==> src/lcfs_pkg.sv <==
package lcfs_pkg;
  localparam int NUM_CH = 4;
  localparam logic [3:0] FAULT_TIMEOUT_PERIODS = 4'h6;
  localparam int SHUTDOWN_LIMIT = 3;
  localparam int SHORT_MARGIN_MV = 8000;
  localparam int VOLT_W = 16;
  localparam logic [3:0] CNT_RESET = 4'h0;
  localparam int CLK_PERIOD_NS = 20;
  localparam int STARTUP_CHECK_NS = 1000;
  localparam int STARTUP_CHECK_CYC = (STARTUP_CHECK_NS + CLK_PERIOD_NS - 1) / CLK_PERIOD_NS;
  typedef enum logic [1:0] {LCFS_ST_CHECK, LCFS_ST_RUN, LCFS_ST_SHORTED, LCFS_ST_LATCHED} lcfs_state_t;
endpackage : lcfs_pkg

==> src/lcfs_chan_timer.sv <==
`timescale 1ns/10ps
module lcfs_chan_timer #(
  parameter logic [3:0] TIMEOUT = lcfs_pkg::FAULT_TIMEOUT_PERIODS
) (
  input wire logic clk_in, // logic clock
  input wire logic sys_rst_in, // async reset, high
  input wire logic fault_in, // fault condition present
  input wire logic period_in, // one pulse per dimming period
  output logic expired_out // timeout reached, pulse
);
  logic [3:0] cnt_r;
  logic [3:0] cnt_nxt;
  wire advance = fault_in && period_in;
  wire hit = advance && (cnt_r == TIMEOUT - 4'h1);
  assign cnt_nxt = !fault_in ? lcfs_pkg::CNT_RESET : (hit ? lcfs_pkg::CNT_RESET : (advance ? cnt_r + 4'h1 : cnt_r));
  always_ff @(posedge clk_in or posedge sys_rst_in)
  begin
    if (sys_rst_in)
      cnt_r <= lcfs_pkg::CNT_RESET;
    else
      cnt_r <= cnt_nxt;
  end
  assign expired_out = hit;
  a_clear_on_gone: assert property (@(posedge clk_in) disable iff (sys_rst_in)
    !fault_in |=> cnt_r == 4'h0) else $error("timer not cleared");
  a_expire_count: assert property (@(posedge clk_in) disable iff (sys_rst_in)
    advance && !expired_out |=> cnt_r == $past(cnt_r) + 4'h1) else $error("period not counted");
  a_expire_wrap: assert property (@(posedge clk_in) disable iff (sys_rst_in)
    expired_out |=> cnt_r == 4'h0) else $error("timer not restarted after expiry");
endmodule : lcfs_chan_timer

==> src/lcfs_supervisor.sv <==
`timescale 1ns/10ps
// Contract
// - channel above short threshold, no thermal trip: disable after 6 periods
// - short fault with three channels already off shuts all channels (never reached with 4 channels: reference taken over live channels only)
// - channel below short threshold stays enabled even if dissipating
// - open channel lets output reach over-voltage limit, then off after timeout
// - thermal trip disables all channels and boost regulation
// - at over-voltage limit, channels below target time out after 6 periods
// - direct dimming may stretch the timeout beyond 6 periods
// - zener-held open channel stays on; others reaching threshold fault out
// - boost output or switch node shorted at start: never switch
// - short threshold is 8 V above the lowest channel pin voltage
// - channel good on reaching target; good channel dropping below is open
// - after thermal shutdown stay off until enable or power cycled
module lcfs_supervisor #(
  parameter int N = lcfs_pkg::NUM_CH,
  parameter int VW = lcfs_pkg::VOLT_W
) (
  input wire logic clk_in, // 50 MHz logic clock
  input wire logic sys_rst_in, // async reset, high
  input wire logic enable_in, // chip enable, low clears latched shutdown
  input wire logic [N*VW-1:0] channel_pin_voltage_in, // per-channel pin voltage, mV
  input wire logic [N-1:0] at_target_in, // channel current at target
  input wire logic [N-1:0] channel_used_in, // channel not grounded at start
  input wire logic over_voltage_limit_in, // boost output at limit
  input wire logic over_temp_in, // thermal trip comparator
  input wire logic output_shorted_in, // boost output or switch node shorted
  input wire logic pwm_period_in, // pulse at each dimming period start
  input wire logic direct_pwm_in, // direct dimming mode
  output logic [N-1:0] channel_enable_out, // current sink enables
  output logic boost_enable_out, // boost switching enable
  output logic [N-1:0] good_out, // channel good flags
  output logic thermal_latched_out // thermal shutdown held
);
  lcfs_pkg::lcfs_state_t state_r, state_nxt;
  logic [N-1:0] off_r, off_nxt;
  logic [N-1:0] good_r, good_nxt;
  logic [N-1:0] en_r;
  logic boost_r;
  logic thermal_r;
  logic [7:0] chk_r;
  logic dir_phase_r;
  logic [VW-1:0] vmin;
  logic [N-1:0] short_det, open_det, fault_det, expired;

  function automatic logic [VW-1:0] chan_v(input logic [N*VW-1:0] bus, input int i);
    chan_v = bus[i*VW +: VW];
  endfunction : chan_v

  function automatic int count_ones(input logic [N-1:0] v);
    count_ones = 0;
    for (int i = 0; i < N; i++)
      count_ones += int'(v[i]);
  endfunction : count_ones

  // lowest pin voltage among live channels sets the reference
  always_comb
  begin
    vmin = '1;
    for (int i = 0; i < N; i++)
      if (!off_r[i] && chan_v(channel_pin_voltage_in, i) < vmin)
        vmin = chan_v(channel_pin_voltage_in, i);
  end

  wire [VW:0] threshold = {1'b0, vmin} + (VW+1)'(lcfs_pkg::SHORT_MARGIN_MV);
  // direct dimming counts every other period: a slower but safe timeout
  wire period_tick = pwm_period_in && (!direct_pwm_in || dir_phase_r);

  genvar g;
  generate
    for (g = 0; g < N; g++)
    begin : gen_ch
      assign short_det[g] = !off_r[g]
        && ({1'b0, chan_v(channel_pin_voltage_in, g)} > threshold);
      // good channel losing current, or any live channel below target while output pinned at limit
      assign open_det[g] = !off_r[g] && !at_target_in[g]
        && (good_r[g] || over_voltage_limit_in);
      assign fault_det[g] = short_det[g] || open_det[g];
      lcfs_chan_timer #(
        .TIMEOUT(lcfs_pkg::FAULT_TIMEOUT_PERIODS)
      ) u_timer (
        .clk_in(clk_in),
        .sys_rst_in(sys_rst_in),
        .fault_in(fault_det[g] && state_r == lcfs_pkg::LCFS_ST_RUN),
        .period_in(period_tick),
        .expired_out(expired[g])
      );
    end
  endgenerate

  wire short_trip = |(expired & short_det);
  wire all_off = short_trip && (count_ones(off_r) >= lcfs_pkg::SHUTDOWN_LIMIT);

  always_comb
  begin
    state_nxt = state_r;
    off_nxt = off_r | expired;
    good_nxt = (good_r | at_target_in) & ~off_r;
    if (all_off)
      off_nxt = '1;
    case (state_r)
      lcfs_pkg::LCFS_ST_CHECK:
        if (output_shorted_in)
          state_nxt = lcfs_pkg::LCFS_ST_SHORTED;
        else if (chk_r == 8'(lcfs_pkg::STARTUP_CHECK_CYC))
          state_nxt = lcfs_pkg::LCFS_ST_RUN;
      lcfs_pkg::LCFS_ST_RUN:
        if (over_temp_in)
          state_nxt = lcfs_pkg::LCFS_ST_LATCHED;
      lcfs_pkg::LCFS_ST_SHORTED:
        state_nxt = lcfs_pkg::LCFS_ST_SHORTED;
      lcfs_pkg::LCFS_ST_LATCHED:
        state_nxt = lcfs_pkg::LCFS_ST_LATCHED;
      default:
        state_nxt = lcfs_pkg::LCFS_ST_CHECK;
    endcase
    if (state_r == lcfs_pkg::LCFS_ST_CHECK)
      off_nxt = ~channel_used_in;
  end

  always_ff @(posedge clk_in or posedge sys_rst_in)
  begin
    if (sys_rst_in)
    begin
      state_r <= lcfs_pkg::LCFS_ST_CHECK;
      off_r <= '0;
      good_r <= '0;
      chk_r <= 8'h00;
      dir_phase_r <= 1'b0;
    end
    else if (!enable_in)
    begin
      // enable cycling or reset is the only way out of a latched shutdown
      state_r <= lcfs_pkg::LCFS_ST_CHECK;
      off_r <= '0;
      good_r <= '0;
      chk_r <= 8'h00;
      dir_phase_r <= 1'b0;
    end
    else
    begin
      state_r <= state_nxt;
      off_r <= off_nxt;
      good_r <= good_nxt;
      chk_r <= (state_r == lcfs_pkg::LCFS_ST_CHECK) ? chk_r + 8'h01 : 8'h00;
      dir_phase_r <= pwm_period_in ? !dir_phase_r : dir_phase_r;
    end
  end

  wire running = (state_nxt == lcfs_pkg::LCFS_ST_RUN) && enable_in;

  always_ff @(posedge clk_in or posedge sys_rst_in)
  begin
    if (sys_rst_in)
    begin
      en_r <= '0;
      boost_r <= 1'b0;
      thermal_r <= 1'b0;
    end
    else
    begin
      en_r <= running ? ~off_nxt : '0;
      boost_r <= running && !(&off_nxt);
      thermal_r <= enable_in && (state_nxt == lcfs_pkg::LCFS_ST_LATCHED);
    end
  end

  assign channel_enable_out = en_r;
  assign boost_enable_out = boost_r;
  assign good_out = good_r;
  assign thermal_latched_out = thermal_r;

  // per-channel checks watch channel 0 or 1; every channel runs the same logic
  a_thermal_all_off: assert property (@(posedge clk_in) disable iff (sys_rst_in)
    state_r == lcfs_pkg::LCFS_ST_RUN && over_temp_in && enable_in |=> (channel_enable_out == '0 && !boost_enable_out))
    else $error("thermal trip left outputs on");
  a_thermal_hold: assert property (@(posedge clk_in) disable iff (sys_rst_in)
    thermal_latched_out && enable_in |=> thermal_latched_out && channel_enable_out == '0)
    else $error("thermal shutdown released early");
  a_enable_clears: assert property (@(posedge clk_in) disable iff (sys_rst_in)
    !enable_in |=> state_r == lcfs_pkg::LCFS_ST_CHECK && !thermal_latched_out && channel_enable_out == '0)
    else $error("enable low did not clear shutdown");
  a_shorted_no_sw: assert property (@(posedge clk_in) disable iff (sys_rst_in)
    state_r == lcfs_pkg::LCFS_ST_SHORTED |-> !boost_enable_out)
    else $error("boost switching on shorted output");
  a_start_quiet: assert property (@(posedge clk_in) disable iff (sys_rst_in)
    state_r == lcfs_pkg::LCFS_ST_CHECK |-> channel_enable_out == '0 && !boost_enable_out)
    else $error("outputs on before start check ended");
  a_expire_disables: assert property (@(posedge clk_in) disable iff (sys_rst_in)
    state_r == lcfs_pkg::LCFS_ST_RUN && |expired && enable_in |=> (off_r & $past(expired)) == $past(expired))
    else $error("expired channel not disabled");
  a_disabled_stays: assert property (@(posedge clk_in) disable iff (sys_rst_in)
    state_r == lcfs_pkg::LCFS_ST_RUN && enable_in && off_r[0] |=> off_r[0] && !channel_enable_out[0])
    else $error("faulted channel came back");
  // with the reference taken over live channels only, this needs more than four channels
  a_four_short_off: assert property (@(posedge clk_in) disable iff (sys_rst_in)
    all_off && enable_in |=> off_r == '1)
    else $error("fourth short did not shut all");
  a_few_short_kept: assert property (@(posedge clk_in) disable iff (sys_rst_in)
    short_trip && !all_off && enable_in |=> off_r == ($past(off_r) | $past(expired)))
    else $error("short fault shut healthy channels");
  a_no_fault_kept: assert property (@(posedge clk_in) disable iff (sys_rst_in)
    state_r == lcfs_pkg::LCFS_ST_RUN && enable_in && !off_r[0] && !fault_det[0] && !all_off |=> !off_r[0])
    else $error("healthy channel disabled");
  a_good_latch: assert property (@(posedge clk_in) disable iff (sys_rst_in)
    enable_in && at_target_in[0] && !off_r[0] |=> good_r[0])
    else $error("good flag not set");
  a_good_cleared: assert property (@(posedge clk_in) disable iff (sys_rst_in)
    off_r[1] |=> !good_out[1])
    else $error("disabled channel still good");
  a_open_detect: assert property (@(posedge clk_in) disable iff (sys_rst_in)
    over_voltage_limit_in && !off_r[1] && !at_target_in[1] |-> open_det[1])
    else $error("limit open not detected");
  a_ref_lowest: assert property (@(posedge clk_in) disable iff (sys_rst_in)
    !off_r[0] |-> vmin <= chan_v(channel_pin_voltage_in, 0))
    else $error("reference above a live channel");
  a_tick_normal: assert property (@(posedge clk_in) disable iff (sys_rst_in)
    !direct_pwm_in && pwm_period_in |-> period_tick)
    else $error("dimming period not counted");
  a_tick_direct: assert property (@(posedge clk_in) disable iff (sys_rst_in)
    direct_pwm_in && pwm_period_in && !dir_phase_r |-> !period_tick)
    else $error("direct period counted too fast");
endmodule : lcfs_supervisor

==> config.mk <==
export PLATFORM = sky130hd
export DESIGN_NAME = lcfs_supervisor
export DESIGN_NICKNAME = d
export VERILOG_FILES = /design/src/lcfs_pkg.sv /design/src/lcfs_chan_timer.sv /design/src/lcfs_supervisor.sv
export SDC_FILE = /design/constraint.sdc
export NUM_CORES = 1
export LEC_CHECK = 0
export ABC_AREA = 1
export ABC_CLOCK_PERIOD_IN_PS = 10000
export BUFFER_PORTS_ARGS = -buffer_cell sky130_fd_sc_hd__buf_2
export CAP_MARGIN = 5
export CORE_MARGIN = 5
export CORE_UTILIZATION = 50
export DETAILED_ROUTE_END_ITERATION = 7
export PLACE_DENSITY_LB_ADDON = 0.2
export SKIP_LAST_GASP = 1
export SLEW_MARGIN = 10
export SYNTH_ARGS = -nofsm -noshare
export SYNTH_HDL_FRONTEND = slang
export SYNTH_HIERARCHICAL = 1
export SYNTH_SLANG_ARGS = --single-unit
==> constraint.sdc <==
create_clock -name clk_in -period 10 [get_ports clk_in]
set_clock_uncertainty 0.05 [all_clocks]
set_input_delay 0.5 -clock clk_in [delete_from_list [all_inputs] [get_ports clk_in]]
set_output_delay 0.5 -clock clk_in [all_outputs]
set_load 0.01 [all_outputs]
==> run summary <==
The flow ran to the end, and the final reports show no timing, DRC or antenna violations. The total overflow left after global routing is 0. For flop-to-flop paths, the worst setup slack is 0.85 ns.

For the internal power consumption, the log shows 528.3 uW. Of the cells placed in the final design, the portion with a size suffix greater than 1 is 17.77%. The clock period could shrink to 9.151 ns. Max-cap violations in this run came to 0. The logs give 1026 sq um for the footprint of the flip-flops and latches and 0 for the final antenna diode count.

The largest single stage delay on the critical path is 0.46 ns. Counting every sink on the clock net gives 41. The total design power is 1.048 mW. The number of violations reported at the end of detailed-routing iteration 0 came out at 278. The flip-flop and latch count after synthesis was 41. The share of total power consumed by net switching works out to 49.60%. Measured against its own limit, the worst slew margin works out to 18.20%. The logs give 9.26 ns for the signal arrival time at the worst endpoint and 0.28 ns for the insertion delay to the later sink of the worst-skew pair. For the total number of yosys warnings, the log shows 6. First-pass GRT wire length: 25340 um. In this run the horizontal extent of the chip is 116.6 um.

The area taken by multi-input logic gates was 4233 sq um; the setup TNS was 0 ns. The number of I/O port buffers works out to 89. The slowest stage cell on the critical path was dfrtp_1. Post-DP HPWL: 13430 um.

The run gives 0.1093 GHz as the maximum clock rate. Setup slack on the critical path of the routed design comes to 0.8489 ns. The logs give 1122 for the number of nets in the layout and 5797 for the total via count in the routed design.

In the synthesized netlist the async set-or-reset flop fraction comes to 100.0%. Entering global routing, the biggest net connects 31 pins. The number of enable flip-flop cells after synthesis is 0.

Dividing the synthesized area by the synthesized cell count gives 6.717 sq um. The core box area came out at 11270 sq um. For this run, the leading register cell type out of synthesis is dfrtp_1.

The die covers 13600 sq um. The total setup violations reported at the end of the flow was 0; the worst slack on hold paths was 0.08703 ns. The static leakage was 3.603 nW. STA classifies the critical path endpoint as a flip-flop.

Hold repair after CTS inserted 0 buffers. In this design, the critical path's most frequently occurring cell is nand2_1. Synthesis handed over a netlist of 846 instances. The clock-pin slew of the registers on the worst-case setup and hold paths is 0.06 ns.

The part of the total power dissipated in sequential elements is 16.6%. Power density over cell area: 161.2 nW/um^2. The worst-case IR drop observed on VDD is 0.0001205 V. Cells fill 57.70% of the core in the end. The H-tree depth came out at 2.

For this design the total switching power over the nets is 519.9 uW. For the clock network power share, the log shows 14.4%. Leaving out fill and tap cells, the most frequent cells in the layout are 227 x nand2_1, 102 x inv_1, 102 x ha_1. Global routing used 23.12% of the available tracks.

The tools report the net count after synthesis as 1029. The tools report the part of the total power dissipated in combinational logic as 68.9%. The tree is rooted in a clkbuf_16. The routed length per placed instance came out at 14.47 um. The clock passes through at most 2 buffers. Once detail routing completed, the nets flagged for antenna violations numbered 0. The critical path data required time is 10.11 ns. The actual transition at the worst max-transition pin was 1.216 ns.

The initialized floorplan defines 39 standard-cell rows. The I/O pin total came out at 90. Buffers inserted during clock tree synthesis total 5. TritonCTS built the clock tree. The worst setup path category is reg -> reg. For this run, the register share of the synthesized area comes to 18.05%. For the hold violation total from the final report, the log shows 0. The peak fanout along the critical path is 30, and the initial core utilization is 50.42%.

The final layout contains routed wiring with a total length of 15670 um. The run gives 5364 as the number of global-route vias before repair. Commonest non-fill, non-tap cell in the layout: nand2_1. The tools report the initial antenna violation count as 0. The mapped netlist covers 5683 sq um.

Relative to the synthesized area, the layout overhead comes to 14.44%. In this run, distinct cell masters in the synthesized netlist total 48. For this run, the number of standard cells in the final layout without fillers is 1083. Average vias per placed instance: 5.353. The run gives 0.9597 as the weighted congestion reported at the end of routability-driven placement. At the placement stage, the worst setup path has a slack of -0.1591 ns. After detailed placement, the total cell area comes to 6302 sq um. Counting the fill cells in the layout gives 1121.

For the total DRC errors in the routed layout, the log shows 0. Setup repair after global routing left no endpoint under its margin. For the number of slew-limit violations in the final report, the log shows 0. The worst path uses 91.51% of the clock period. The kind of start point of the critical path was a flip-flop. The tightest min-delay check is of the in -> async type. Counting tap cells, the placed design contains a total of 1074 instances. The floorplan die height came out at 116.6 um. With fillers left out, the area of the finished cells amounts to 6504 sq um. The tools report the number of detailed-route iterations in the first pass as 5.
-- routing by layer --
layer  GRT usage, %  vias up  share of wire, %
met5              0        -                 0
met4          5.275        0               1.6
met3          2.953       23               5.0
met2          40.01      138                48
met1          30.81     2623                45
li1               -     3013                 -
-- cells in the mapped netlist, drive strengths merged, types with 2 or more instances --
master,count,share of area [%]
a211oi,5,0.66
a21o,2,0.26
a21oi,41,3.6
a221o,3,0.53
a221oi,4,0.62
buf,4,0.57
clkbuf,7,0.46
dfrtp,41,18
ha,102,22
inv,113,7.5
nand2,258,19
nand3,56,5.5
nand3b,8,1.1
nand4,16,2.1
nor2,68,5.1
nor3,15,1.4
nor3b,3,0.40
nor4,6,0.66
o21ai,68,6.3
o21bai,3,0.40
o221ai,2,0.31
or2,4,0.44
xnor2,5,0.77
xor2,4,0.62
-- worst paths after layout --
kind	start	to	depth (start not counted)
setup / recovery	off_r[0]	boost_enable_out	59
hold / removal	sys_rst_in	gen_ch[0].u_timer/cnt_r[1]	2
setup reg to reg	off_r[0]	boost_enable_out	59
hold reg to reg	dir_phase_r	dir_phase_r	1
max in group asynchronous	sys_rst_in	chk_r[1]	2
min in group clk_in	pwm_period_in	dir_phase_r	2
-- kinds of logic after synthesis --
logic type      count (synthesis)  share of synthesized area [%]
fa+ha+maj                     103                          22.81
compound gates                135                          13.67
buf+inv                       124                          8.499
simple gates                  434                          35.58
xor+xnor                        9                          1.387
flops                          41                          18.05
-- critical path: cells and delay by family (launching register included) --
family,cells,cell delay (ns)
AOI/OAI and AO/OA,17,2.96
buffers and inverters,6,0.90
DFF,1,0.46
xor gates and xnor gates,1,0.23
adders and majority gates,5,1.46
and+or+nand+nor,30,2.98
-- final cells by class --
type	instances	share of cell area (%)
clock buffer	8	2.097
timing repair buffer	97	7.772
multi-input combinational	681	65.08
sequential	41	15.78
inverter	113	6.522
tap	143	2.751
-- power by group through the flow --
stage	logic (mW)	clock network, mW	registers [mW]
5_1_grt	0.822	0.160	0.175
6_report	0.722	0.151	0.175
4_1_cts	0.704	0.155	0.175
3_3_place_gp	0.693	0	0.177
2_1_floorplan	0.518	0	0.176
3_5_place_dp	0.701	0	0.177
-- timing repair --
| item | CTS | global route |
|---|---|---|
| endpoints found under the setup margin | 0 | 22 |
| resized for setup | 0 | 17 |
| setup buffers | 0 | 1 |
-- state kept, by name, summed over array words and instances (netlist names) --
signal	cells
gen_ch.u_timer/cnt_r	16
chk_r	8
channel_enable_out	4
good_out	4
off_r	4
state_r	2
boost_enable_out	1
dir_phase_r	1
thermal_latched_out	1
(Power assumes the default switching activity.)
